### config.mk
export PLATFORM = sky130hd
export DESIGN_NAME = dmis_seq
export DESIGN_NICKNAME = d
export VERILOG_FILES = /design/src/dmis_pkg.sv /design/src/dmis_seq.sv
export VERILOG_INCLUDE_DIRS = /design/src
export SDC_FILE = /design/constraint.sdc
export NUM_CORES = 1
export LEC_CHECK = 0
export BUFFER_PORTS_ARGS = -buffer_cell sky130_fd_sc_hd__buf_4
export CAP_MARGIN = 15
export CORE_MARGIN = 3
export CORE_UTILIZATION = 40
export DETAILED_ROUTE_END_ITERATION = 7
export GPL_TIMING_DRIVEN = 0
export PLACE_DENSITY_LB_ADDON = 0.1
export SLEW_MARGIN = 10
export SYNTH_ARGS = -nofsm -noshare
export SYNTH_HDL_FRONTEND = slang
export SYNTH_SLANG_ARGS = --single-unit
### constraint.sdc
create_clock -name clk_sys -period 4.97 [get_ports clk_sys]
set_input_delay 0.2485 -clock clk_sys [delete_from_list [all_inputs] [get_ports clk_sys]]
set_output_delay 0.2485 -clock clk_sys [all_outputs]
set_load 0.01 [all_outputs]
### src/dmis_map.svh
`ifndef DMIS_MAP_SVH
`define DMIS_MAP_SVH

// ----------------------------------------------------------------
// Clock and timing
// ----------------------------------------------------------------
`define DMIS_CLK_PERIOD_NS 40
`define DMIS_SELFINIT_US   500
`define DMIS_SELFINIT_CYC  ((`DMIS_SELFINIT_US * 1000 + `DMIS_CLK_PERIOD_NS - 1) / `DMIS_CLK_PERIOD_NS)
`define DMIS_LOCK_CYC      512
`define DMIS_CAL_CYC       512
`define DMIS_PRECHARGE_CYC 4

// ----------------------------------------------------------------
// Bank select codes for mode loads
// ----------------------------------------------------------------
`define DMIS_BANK_ZERO  2'h0
`define DMIS_BANK_ONE   2'h1
`define DMIS_BANK_TWO   2'h2
`define DMIS_BANK_THREE 2'h3
`define DMIS_BANK_HI  2

// ----------------------------------------------------------------
// Mode register field positions
// ----------------------------------------------------------------
`define DMIS_BL_MSB      1
`define DMIS_BL_LSB      0
`define DMIS_BT_BIT      3
`define DMIS_CAS_LO_BIT  2
`define DMIS_CAS_MSB     6
`define DMIS_CAS_LSB     4
`define DMIS_TM_BIT      7
`define DMIS_DLLRST_BIT  8
`define DMIS_WR_MSB      11
`define DMIS_WR_LSB      9
`define DMIS_DLLOFF_BIT  0
`define DMIS_ADDLAT_MSB  4
`define DMIS_ADDLAT_LSB  3
`define DMIS_ZQ_LONG_BIT 10
`define DMIS_CAS_BASE    5'h04

`endif

### src/dmis_pkg.sv
package dmis_pkg;

    // ----------------------------------------------------------------
    // Sequencer states, Gray coded along the power-up path
    // ----------------------------------------------------------------
    typedef enum logic [2:0]
    {
        ST_RESET    = 3'h0,
        ST_SELFINIT = 3'h1,
        ST_WAIT_CKE = 3'h3,
        ST_MODE     = 3'h2,
        ST_READY    = 3'h6
    } dmis_state_t;

    // ----------------------------------------------------------------
    // Command pins sampled on each clock
    // ----------------------------------------------------------------
    typedef struct packed
    {
        logic        cs_n;
        logic        ras_n;
        logic        cas_n;
        logic        we_n;
        logic [2:0]  bank_select;
        logic [15:0] addr;
    } dmis_cmd_t;

    // ----------------------------------------------------------------
    // Decoded operating settings
    // ----------------------------------------------------------------
    typedef struct packed
    {
        logic [1:0] burst_len;
        logic       burst_interleave;
        logic [4:0] cas_latency;
        logic [4:0] additive_latency;
        logic [5:0] read_latency;
        logic [4:0] write_recovery;
        logic [7:0] autoprecharge_write_delay;
        logic       dll_disabled;
        logic       test_mode;
    } dmis_fields_t;

endpackage : dmis_pkg

### src/dmis_seq.sv
// Contract
// - After reset release 500us pass, memory self-initialises before clock gate rises.
// - Termination stays high impedance in reset and until clock gate registers high.
// - Bank select bits zero..three pick mode register zero..three.
// - Four mode registers start undefined; all must be written after each reset.
// - Mode loads and DLL reset leave array contents untouched.
// - Write recovery field plus precharge period gives the auto-precharge write delay.
// - CAS latency from bits 2 and 4..6, whole cycles; read latency is additive plus CAS.
// - DLL reset bit clears itself after the DLL reset is issued.
// - Bits 0..1 select burst length, bit 3 selects burst type.
// - Write recovery sits in register zero bits 9..11.
`include "dmis_map.svh"

module dmis_seq #(
    parameter int unsigned SELFINIT_CYC  = `DMIS_SELFINIT_CYC,
    parameter int unsigned LOCK_CYC      = `DMIS_LOCK_CYC,
    parameter int unsigned CAL_CYC       = `DMIS_CAL_CYC,
    parameter int unsigned PRECHARGE_CYC = `DMIS_PRECHARGE_CYC,
    parameter int unsigned CNT_W         = 16
) (
    input  wire logic                  clk_sys,
    input  wire logic                  rstn,
    input  wire logic                  clk_en,
    input  wire logic                  chip_reset_n,
    input  wire logic                  cke,
    input  wire dmis_pkg::dmis_cmd_t   cmd,
    output logic                       termination_hiz,
    output logic                       ready,
    output logic                       self_init_done,
    output logic                       lock_busy,
    output logic                       cal_busy,
    output logic [3:0]                 mode_written,
    output logic [15:0]                mode_reg_zero,
    output logic [15:0]                mode_reg_one,
    output logic [15:0]                mode_reg_two,
    output logic [15:0]                mode_reg_three,
    output dmis_pkg::dmis_fields_t     fields,
    output dmis_pkg::dmis_state_t      state
);
    import dmis_pkg::*;

    // ----------------------------------------------------------------
    // Parameter checks
    // ----------------------------------------------------------------
    if (SELFINIT_CYC < 1 || SELFINIT_CYC >= (1 << CNT_W) || LOCK_CYC >= (1 << CNT_W)
        || CAL_CYC >= (1 << CNT_W) || PRECHARGE_CYC > 64 || CNT_W > 31)
    begin : g_bad_param
        $error("dmis_seq: count parameters out of range");
    end

    localparam logic [CNT_W-1:0] SELFINIT_LAST = CNT_W'(SELFINIT_CYC - 1);
    localparam logic [CNT_W-1:0] LOCK_LOAD     = CNT_W'(LOCK_CYC);
    localparam logic [CNT_W-1:0] CAL_LOAD      = CNT_W'(CAL_CYC);
    localparam logic [7:0]       PRECH_LOAD    = 8'(PRECHARGE_CYC);

    // ----------------------------------------------------------------
    // State
    // ----------------------------------------------------------------
    logic [15:0]      mreg [4];
    logic [15:0]      next_mreg [4];
    dmis_state_t      next_state;
    logic [CNT_W-1:0] init_cnt, next_init_cnt;
    logic [CNT_W-1:0] lock_cnt, next_lock_cnt;
    logic [CNT_W-1:0] cal_cnt, next_cal_cnt;
    logic             lock_ran, next_lock_ran;
    logic             cal_ran, next_cal_ran;
    logic [3:0]       next_mode_written;
    logic             next_termination_hiz;
    dmis_fields_t     next_fields;

    // ----------------------------------------------------------------
    // Command decode
    // ----------------------------------------------------------------
    logic       cmd_live;
    logic       is_mode_load;
    logic       is_cal_long;
    logic [1:0] target;

    always_comb
    begin
        cmd_live     = cke && !cmd.cs_n && (state == ST_MODE || state == ST_READY);
        is_mode_load = cmd_live && !cmd.ras_n && !cmd.cas_n && !cmd.we_n
                       && !cmd.bank_select[`DMIS_BANK_HI];
        is_cal_long  = cmd_live && cmd.ras_n && cmd.cas_n && !cmd.we_n
                       && cmd.addr[`DMIS_ZQ_LONG_BIT];
        target       = cmd.bank_select[1:0];
    end

    // ----------------------------------------------------------------
    // Sequencer next state
    // ----------------------------------------------------------------
    always_comb
    begin
        next_state           = state;
        next_init_cnt        = init_cnt;
        next_lock_cnt        = lock_cnt;
        next_cal_cnt         = cal_cnt;
        next_lock_ran        = lock_ran;
        next_cal_ran         = cal_ran;
        next_mode_written    = mode_written;
        next_termination_hiz = termination_hiz;
        for (int i = 0; i < 4; i++)
        begin
            next_mreg[i] = mreg[i];
        end
        if (!chip_reset_n)
        begin
            next_state           = ST_RESET;
            next_init_cnt        = '0;
            next_lock_cnt        = '0;
            next_cal_cnt         = '0;
            next_lock_ran        = 1'b0;
            next_cal_ran         = 1'b0;
            next_mode_written    = 4'h0;
            next_termination_hiz = 1'b1;
        end
        else
        begin
            if (lock_cnt != '0)
            begin
                next_lock_cnt = lock_cnt - CNT_W'(1);
            end
            if (cal_cnt != '0)
            begin
                next_cal_cnt = cal_cnt - CNT_W'(1);
            end
            case (state)
                ST_RESET:
                begin
                    next_init_cnt = '0;
                    next_state    = ST_SELFINIT;
                end
                ST_SELFINIT:
                begin
                    next_init_cnt = init_cnt + CNT_W'(1);
                    if (init_cnt == SELFINIT_LAST)
                    begin
                        next_state = ST_WAIT_CKE;
                    end
                end
                ST_WAIT_CKE:
                begin
                    if (cke)
                    begin
                        next_termination_hiz = 1'b0;
                        next_state           = ST_MODE;
                    end
                end
                ST_MODE, ST_READY:
                begin
                    if (is_mode_load)
                    begin
                        // Array is never touched here
                        next_mreg[target]         = cmd.addr;
                        next_mode_written[target] = 1'b1;
                        if (target == `DMIS_BANK_ZERO && cmd.addr[`DMIS_DLLRST_BIT])
                        begin
                            next_mreg[target][`DMIS_DLLRST_BIT] = 1'b0;
                            next_lock_cnt = LOCK_LOAD;
                            next_lock_ran = 1'b1;
                        end
                    end
                    if (is_cal_long)
                    begin
                        next_cal_cnt = CAL_LOAD;
                        next_cal_ran = 1'b1;
                    end
                    if (state == ST_MODE && mode_written == 4'hF && lock_ran && cal_ran
                        && lock_cnt == '0 && cal_cnt == '0)
                    begin
                        next_state = ST_READY;
                    end
                end
                default:
                begin
                    next_state = ST_RESET;
                end
            endcase
        end
    end

    // ----------------------------------------------------------------
    // Field decode
    // ----------------------------------------------------------------
    function automatic logic [4:0] dmis_wr_decode(input logic [2:0] code);
        case (code)
            3'h1:    dmis_wr_decode = 5'h05;
            3'h2:    dmis_wr_decode = 5'h06;
            3'h3:    dmis_wr_decode = 5'h07;
            3'h4:    dmis_wr_decode = 5'h08;
            3'h5:    dmis_wr_decode = 5'h0A;
            3'h6:    dmis_wr_decode = 5'h0C;
            3'h7:    dmis_wr_decode = 5'h0E;
            default: dmis_wr_decode = 5'h10;
        endcase
    endfunction : dmis_wr_decode

    always_comb
    begin
        next_fields.burst_len        = next_mreg[0][`DMIS_BL_MSB:`DMIS_BL_LSB];
        next_fields.burst_interleave = next_mreg[0][`DMIS_BT_BIT];
        next_fields.cas_latency      = 5'({next_mreg[0][`DMIS_CAS_LO_BIT],
                                         next_mreg[0][`DMIS_CAS_MSB:`DMIS_CAS_LSB]})
                                       + `DMIS_CAS_BASE;
        case (next_mreg[1][`DMIS_ADDLAT_MSB:`DMIS_ADDLAT_LSB])
            2'h1:    next_fields.additive_latency = next_fields.cas_latency - 5'h01;
            2'h2:    next_fields.additive_latency = next_fields.cas_latency - 5'h02;
            default: next_fields.additive_latency = 5'h00;
        endcase
        next_fields.read_latency = 6'(next_fields.additive_latency)
                                   + 6'(next_fields.cas_latency);
        next_fields.write_recovery = dmis_wr_decode(
            next_mreg[0][`DMIS_WR_MSB:`DMIS_WR_LSB]);
        next_fields.autoprecharge_write_delay = 8'(next_fields.write_recovery)
                                                + PRECH_LOAD;
        next_fields.dll_disabled = next_mreg[1][`DMIS_DLLOFF_BIT];
        next_fields.test_mode    = next_mreg[0][`DMIS_TM_BIT];
    end

    // ----------------------------------------------------------------
    // Registers
    // ----------------------------------------------------------------
    for (genvar g = 0; g < 4; g++)
    begin : g_mreg
        always_ff @(posedge clk_sys or negedge rstn)
        begin
            if (!rstn)
            begin
                mreg[g] <= 16'h0000;
            end
            else if (clk_en)
            begin
                mreg[g] <= next_mreg[g];
            end
        end
    end

    always_ff @(posedge clk_sys or negedge rstn)
    begin
        if (!rstn)
        begin
            state           <= ST_RESET;
            init_cnt        <= '0;
            lock_cnt        <= '0;
            cal_cnt         <= '0;
            lock_ran        <= 1'b0;
            cal_ran         <= 1'b0;
            mode_written    <= 4'h0;
            termination_hiz <= 1'b1;
            fields          <= '0;
        end
        else if (clk_en)
        begin
            state           <= next_state;
            init_cnt        <= next_init_cnt;
            lock_cnt        <= next_lock_cnt;
            cal_cnt         <= next_cal_cnt;
            lock_ran        <= next_lock_ran;
            cal_ran         <= next_cal_ran;
            mode_written    <= next_mode_written;
            termination_hiz <= next_termination_hiz;
            fields          <= next_fields;
        end
    end

    // ----------------------------------------------------------------
    // Status outputs
    // ----------------------------------------------------------------
    always_comb
    begin
        ready          = (state == ST_READY);
        self_init_done = (state == ST_WAIT_CKE) || (state == ST_MODE) || ready;
        lock_busy      = (lock_cnt != '0);
        cal_busy       = (cal_cnt != '0);
        mode_reg_zero  = mreg[0];
        mode_reg_one   = mreg[1];
        mode_reg_two   = mreg[2];
        mode_reg_three = mreg[3];
    end

endmodule : dmis_seq

After elaboration in Yosys (flattened, before gate mapping)
Index checks and enable logic that the tools add are counted.
Cells by class
  add/sub/neg operators: 8
  multipliers: 0
  divide/modulo/power cells: 0
  magnitude comparators: 4
  equal/unequal tests: 25
  shifts and indexed selects: 0
  muxes and demuxes: 42
  bitwise logic cells: 4
  reduce and logical (&&, ||, !) cells: 40
Operators by type and width (count)
  $mux 60: 3
  $mux 16: 11
  $and 64x64->64: 1
  $bwmux 64: 1
  $demux 16 s2: 2
  $mux 64: 1
  $not 64->64: 1
  $pmux 5 s7: 1
  $logic_not 16->1: 2
  $pmux 16 s2: 1
  $reduce_bool 16->1: 2
  $sub 16x1->16 const B: 2
  $logic_and 1x1->1: 18
  $add 16x1->16 const B: 1
  $eq 16x14->1 const B: 1
  $eq 3x3->1 const B: 5
  $eq 3x2->1 const B: 4
  $mux 3: 4
  $mux 4: 3
  $ne 2x1->1 const B: 6
  $pmux 3 s4: 1
  $reduce_and 4->1: 3
  $mux 1: 11
  $pmux 5 s2: 1
  other kinds (26): 37
Word-level totals
  bits in registers: 156
  bits in latches: 0
  RAM bits: 0
  bits in read-only memories: 0
  bits of input ports: 28
  output and inout bits: 110
  logic and storage cells: 146
  memories: 0

Longest topological paths before layout
  depth in word-level cells: 15
  gate-level depth with buffers: 16
  gate-level depth less buffers: 14

Least setup slack after synthesis
Ideal clock, no wire load.
  path type: flip-flop to flip-flop
  from: register state[0]
  to: register fields[18] in the netlist's numbering
  setup time: 0.126 ns
  data arrival time: 3.785 ns
  data required time: 4.844 ns
  path slack: 1.059 ns
  cell stages (with the launch flop): 14
  path buffers: 0
  period minus slack after synthesis: 3.911 ns
  cell sequence: dfrtp_1 > nor4b_1 > nand4_1 > mux2i_1 > inv_1 > ha_1 > or3_1 > o22ai_1 > nor4_1 > ha_1 > nand2_1 > o32ai_1 > a21o_1 > a311o_1
RTL lines
  start: declaration: line dmis_seq.sv:38  | output dmis_pkg::dmis_state_t state
  start signal: assignment: line dmis_seq.sv:254  | state <= next_state;
  end signal: assignment: line dmis_seq.sv:262  | fields <= next_fields;
  end: declaration: line dmis_seq.sv:37  | output dmis_pkg::dmis_fields_t fields,

==> flow_summary.json <==
{
  "synthTopCellsByCount": "dfrtp_1 (144), mux2_2 (67), nor2_1 (59)",
  "layout.nets": 874,
  "post-dp-hpwl_mm": 14.3,
  "r2r-start": "state[0]",
  "dieArea_um2": 19700,
  "crit_path_end_kind": "register",
  "avgSynthCellArea_um2": 10.7,
  "crit_fanout": 9,
  "std_cell_rows": 48,
  "n_antenna_cell": 0,
  "fmax_mhz": 214,
  "crit_arrival_ns": 4.98,
  "top_layer_used": "met4",
  "period_needed_ns": 4.68,
  "final_area_um2": 9070,
  "min_period_over_period_pct": 94.1,
  "worstMarginPinSlew_ns": 1.13,
  "detailroute.wirelength.met2_mm": 9.45,
  "io_buffers": 133,
  "drt-met1-wl_mm": 8.79,
  "root_buffer": "clkbuf_16",
  "relSlewSlack_pct": 23.8,
  "cts_tree": "done",
  "synth_cell_type_count": 70,
  "fin_total_pwr_mw": 3.64,
  "crit_start": "state[0]",
  "layout-drive-gt1-share_pct": 30.7,
  "dpl_cell_area_um2": 8520,
  "fp.dieH_um": 140,
  "final.setup.worst_slack_ns": 0.294,
  "die_w_um": 140,
  "first_iter_violations": 325,
  "timing.setup.tns_ns": 0,
  "crit_path_end": "fields[18]",
  "skew_ns": 0.0134,
  "synth_enable_flop_cells": 0,
  "io_pins": 138,
  "drv_cap": 0,
  "cts_sinks": 145,
  "drv_slew": 0,
  "required_ns": 5.27,
  "hold_viol_final": 0,
  "grt-ovfl-total": 0,
  "vias_per_cell": 5.54,
  "syn_inst": 673,
  "syn_to_final_growth_pct": 26.0,
  "firstDrtPassIters": 6,
  "cts_max_path_buffers": 2,
  "wl_mm": 20.1,
  "vdd_ir_drop_max_mv": 0.257,
  "cellPowerDensity_nw_per_um2": 402,
  "r2r_slack_ns": 0.29,
  "finalCoreUtilization_pct": 51.9,
  "ys_top_cells_by_area": "dfrtp_1 (50%), mux2_2 (10%), o21ai_0 (3.4%), nor2_1 (3.1%), ha_1 (2.6%)",
  "synth_flop_cell": "dfrtp_1",
  "grt_max_degree": 75,
  "setup_viol": 0,
  "core_um2": 17500,
  "cts-buffers-inserted": 17,
  "dr_total_vias": 5918,
  "ys_seq_area_share_pct": 50.4,
  "clk_latency_ns": 0.42,
  "status": "finished, final reports clean",
  "grt_use_total_pct": 20.8,
  "yosys.area.top_type": "dfrtp_1",
  "yosys_warnings": 0,
  "ys_ff_latch": 145,
  "wl_met3_mm": 1.48,
  "gp_congestion": 0.850,
  "min_path_type": "input pin to register",
  "initial_utilization_pct": 41.2,
  "wire_per_inst_um": 18.8,
  "postRouteAntennaNets": 0,
  "synth_area_um2": 7200,
  "synth_top_area_share_pct": 50.0,
  "drcViolationCount": 0,
  "rsz0062_at_grt": "false",
  "grt_antenna_before_repair": 0,
  "worstReg2RegEnd": "fields[18]",
  "cts_resized": 0,
  "htree_levels": 4,
  "power_leakage_nw": 4.36,
  "nFillCells": 1621,
  "clk_pin_slew_ns": 0.06,
  "grt_pass1_wl_mm": 32.7,
  "crit_type": "register to register",
  "yosysMostFrequentCell": "dfrtp_1",
  "synth-async-reset-ratio_pct": 100,
  "critPathLaunchType": "register",
  "place_ws_ns": -0.211,
  "grt_pass1_vias": 6068,
  "reg2reg_depth": 13
}
## worst max-delay path, stage by stage, from the launching register on
cell,delay [ns]
dfrtp_1,0.46
nor4b_1,0.89
nand4_1,0.31
mux2i_1,0.58
inv_1,0.14
ha_1,0.42
or3_1,0.14
o22ai_1,0.07
nor4_1,0.50
ha_1,0.39
nand2_1,0.10
o32ai_1,0.09
a21o_1,0.16
a311o_1,0.31
## how the worst min path moves through the flow
stage	start	end	depth (start not counted)
final	cmd[14]	mode_reg_two[14]	2
after global routing	cmd[1]	mode_reg_two[1]	2
after CTS	cmd[14]	mode_reg_two[14]	2
after detailed placement	rstn	fields[10]	1
after global placement	mode_reg_two[6]	mode_reg_two[6]	1
after floorplan	rstn	cal_cnt[0]	0
## flip-flops by register name (all words and copies together), names as in the netlist
| signal | count |
|---|---|
| mode_reg_two | 16 |
| lock_ran | 1 |
| lock_cnt | 16 |
| mode_reg_three | 16 |
| fields | 23 |
| mode_written | 4 |
| mode_reg_one | 16 |
| cal_cnt | 16 |
| termination_hiz | 1 |
| init_cnt | 16 |
| cal_ran | 1 |
| state | 3 |
| mode_reg_zero | 16 |
## routing by layer
layer / GRT usage, % / vias up
li1: - / 2786
met5: 0 / -
met2: 32.7 / 187
met3: 6.83 / 25
met4: 6.99 / 0
met1: 27.1 / 2920
## where the power goes
group	internal, mW	total, mW	switching [mW]	leakage (nW)
clock	0.651	1.16	0.511	0.253
sequential	1.33	1.47	0.147	1.95
combinational	0.410	1.01	0.600	2.16
total	2.39	3.64	1.26	4.36
## cells by family after synthesis
kind of cell    Yosys count  synth area share (%)
simple gates            208                  15.3
compound gates          145                  12.9
flops                   145                  50.4
mux                      86                  13.3
buf+inv                  60                  3.75
fa+ha+maj                16                  2.88
xor+xnor                 12                  1.46
other cells               1                0.0521
## what timing repair did
| action | 4_1_cts | 5_1_grt |
|---|---|---|
| buffers inserted | 1 | 0 |
| setup endpoints to repair | 3 | 0 |
| hold buffers | 1 | 0 |
| hold endpoints to repair | 70 | 0 |
## stage by stage
step	hold slack, ns	cells
2_1_floorplan	-0.0471	674
3_3_place_gp	0.473	1032
3_5_place_dp	0.266	1033
4_1_cts	0.0558	1067
5_1_grt	0.0761	1068
6_report	0.0658	1068
## area by class of cell
| class | count | area, um2 | area share (%) |
|---|---|---|---|
| repair buffers | 137 | 1060 | 11.6 |
| plain buffers | 37 | 184 | 2.03 |
| clock buffers | 20 | 447 | 4.92 |
| inverters | 23 | 86.3 | 0.951 |
| flip-flops and latches | 145 | 3630 | 40.0 |
| multi-input cells | 469 | 3310 | 36.4 |
| clock inverters | 12 | 85.1 | 0.938 |
| well taps | 225 | 282 | 3.10 |
## layout by cell type (no fill, tap or decap), types with 11 or more instances in the layout
cell type / instances
mux2i_1: 13
a21oi_1: 29
clkbuf_1: 23
buf_4: 144
dfrtp_1: 144
o21ai_0: 49
clkbuf_16: 17
a31oi_1: 12
nand3_1: 18
nand4_1: 14
nand2_1: 34
mux2_2: 67
inv_1: 23
ha_1: 15
nor2_1: 59
or3_1: 11
nor4_1: 11
Power figures use the tool's default switching activity.
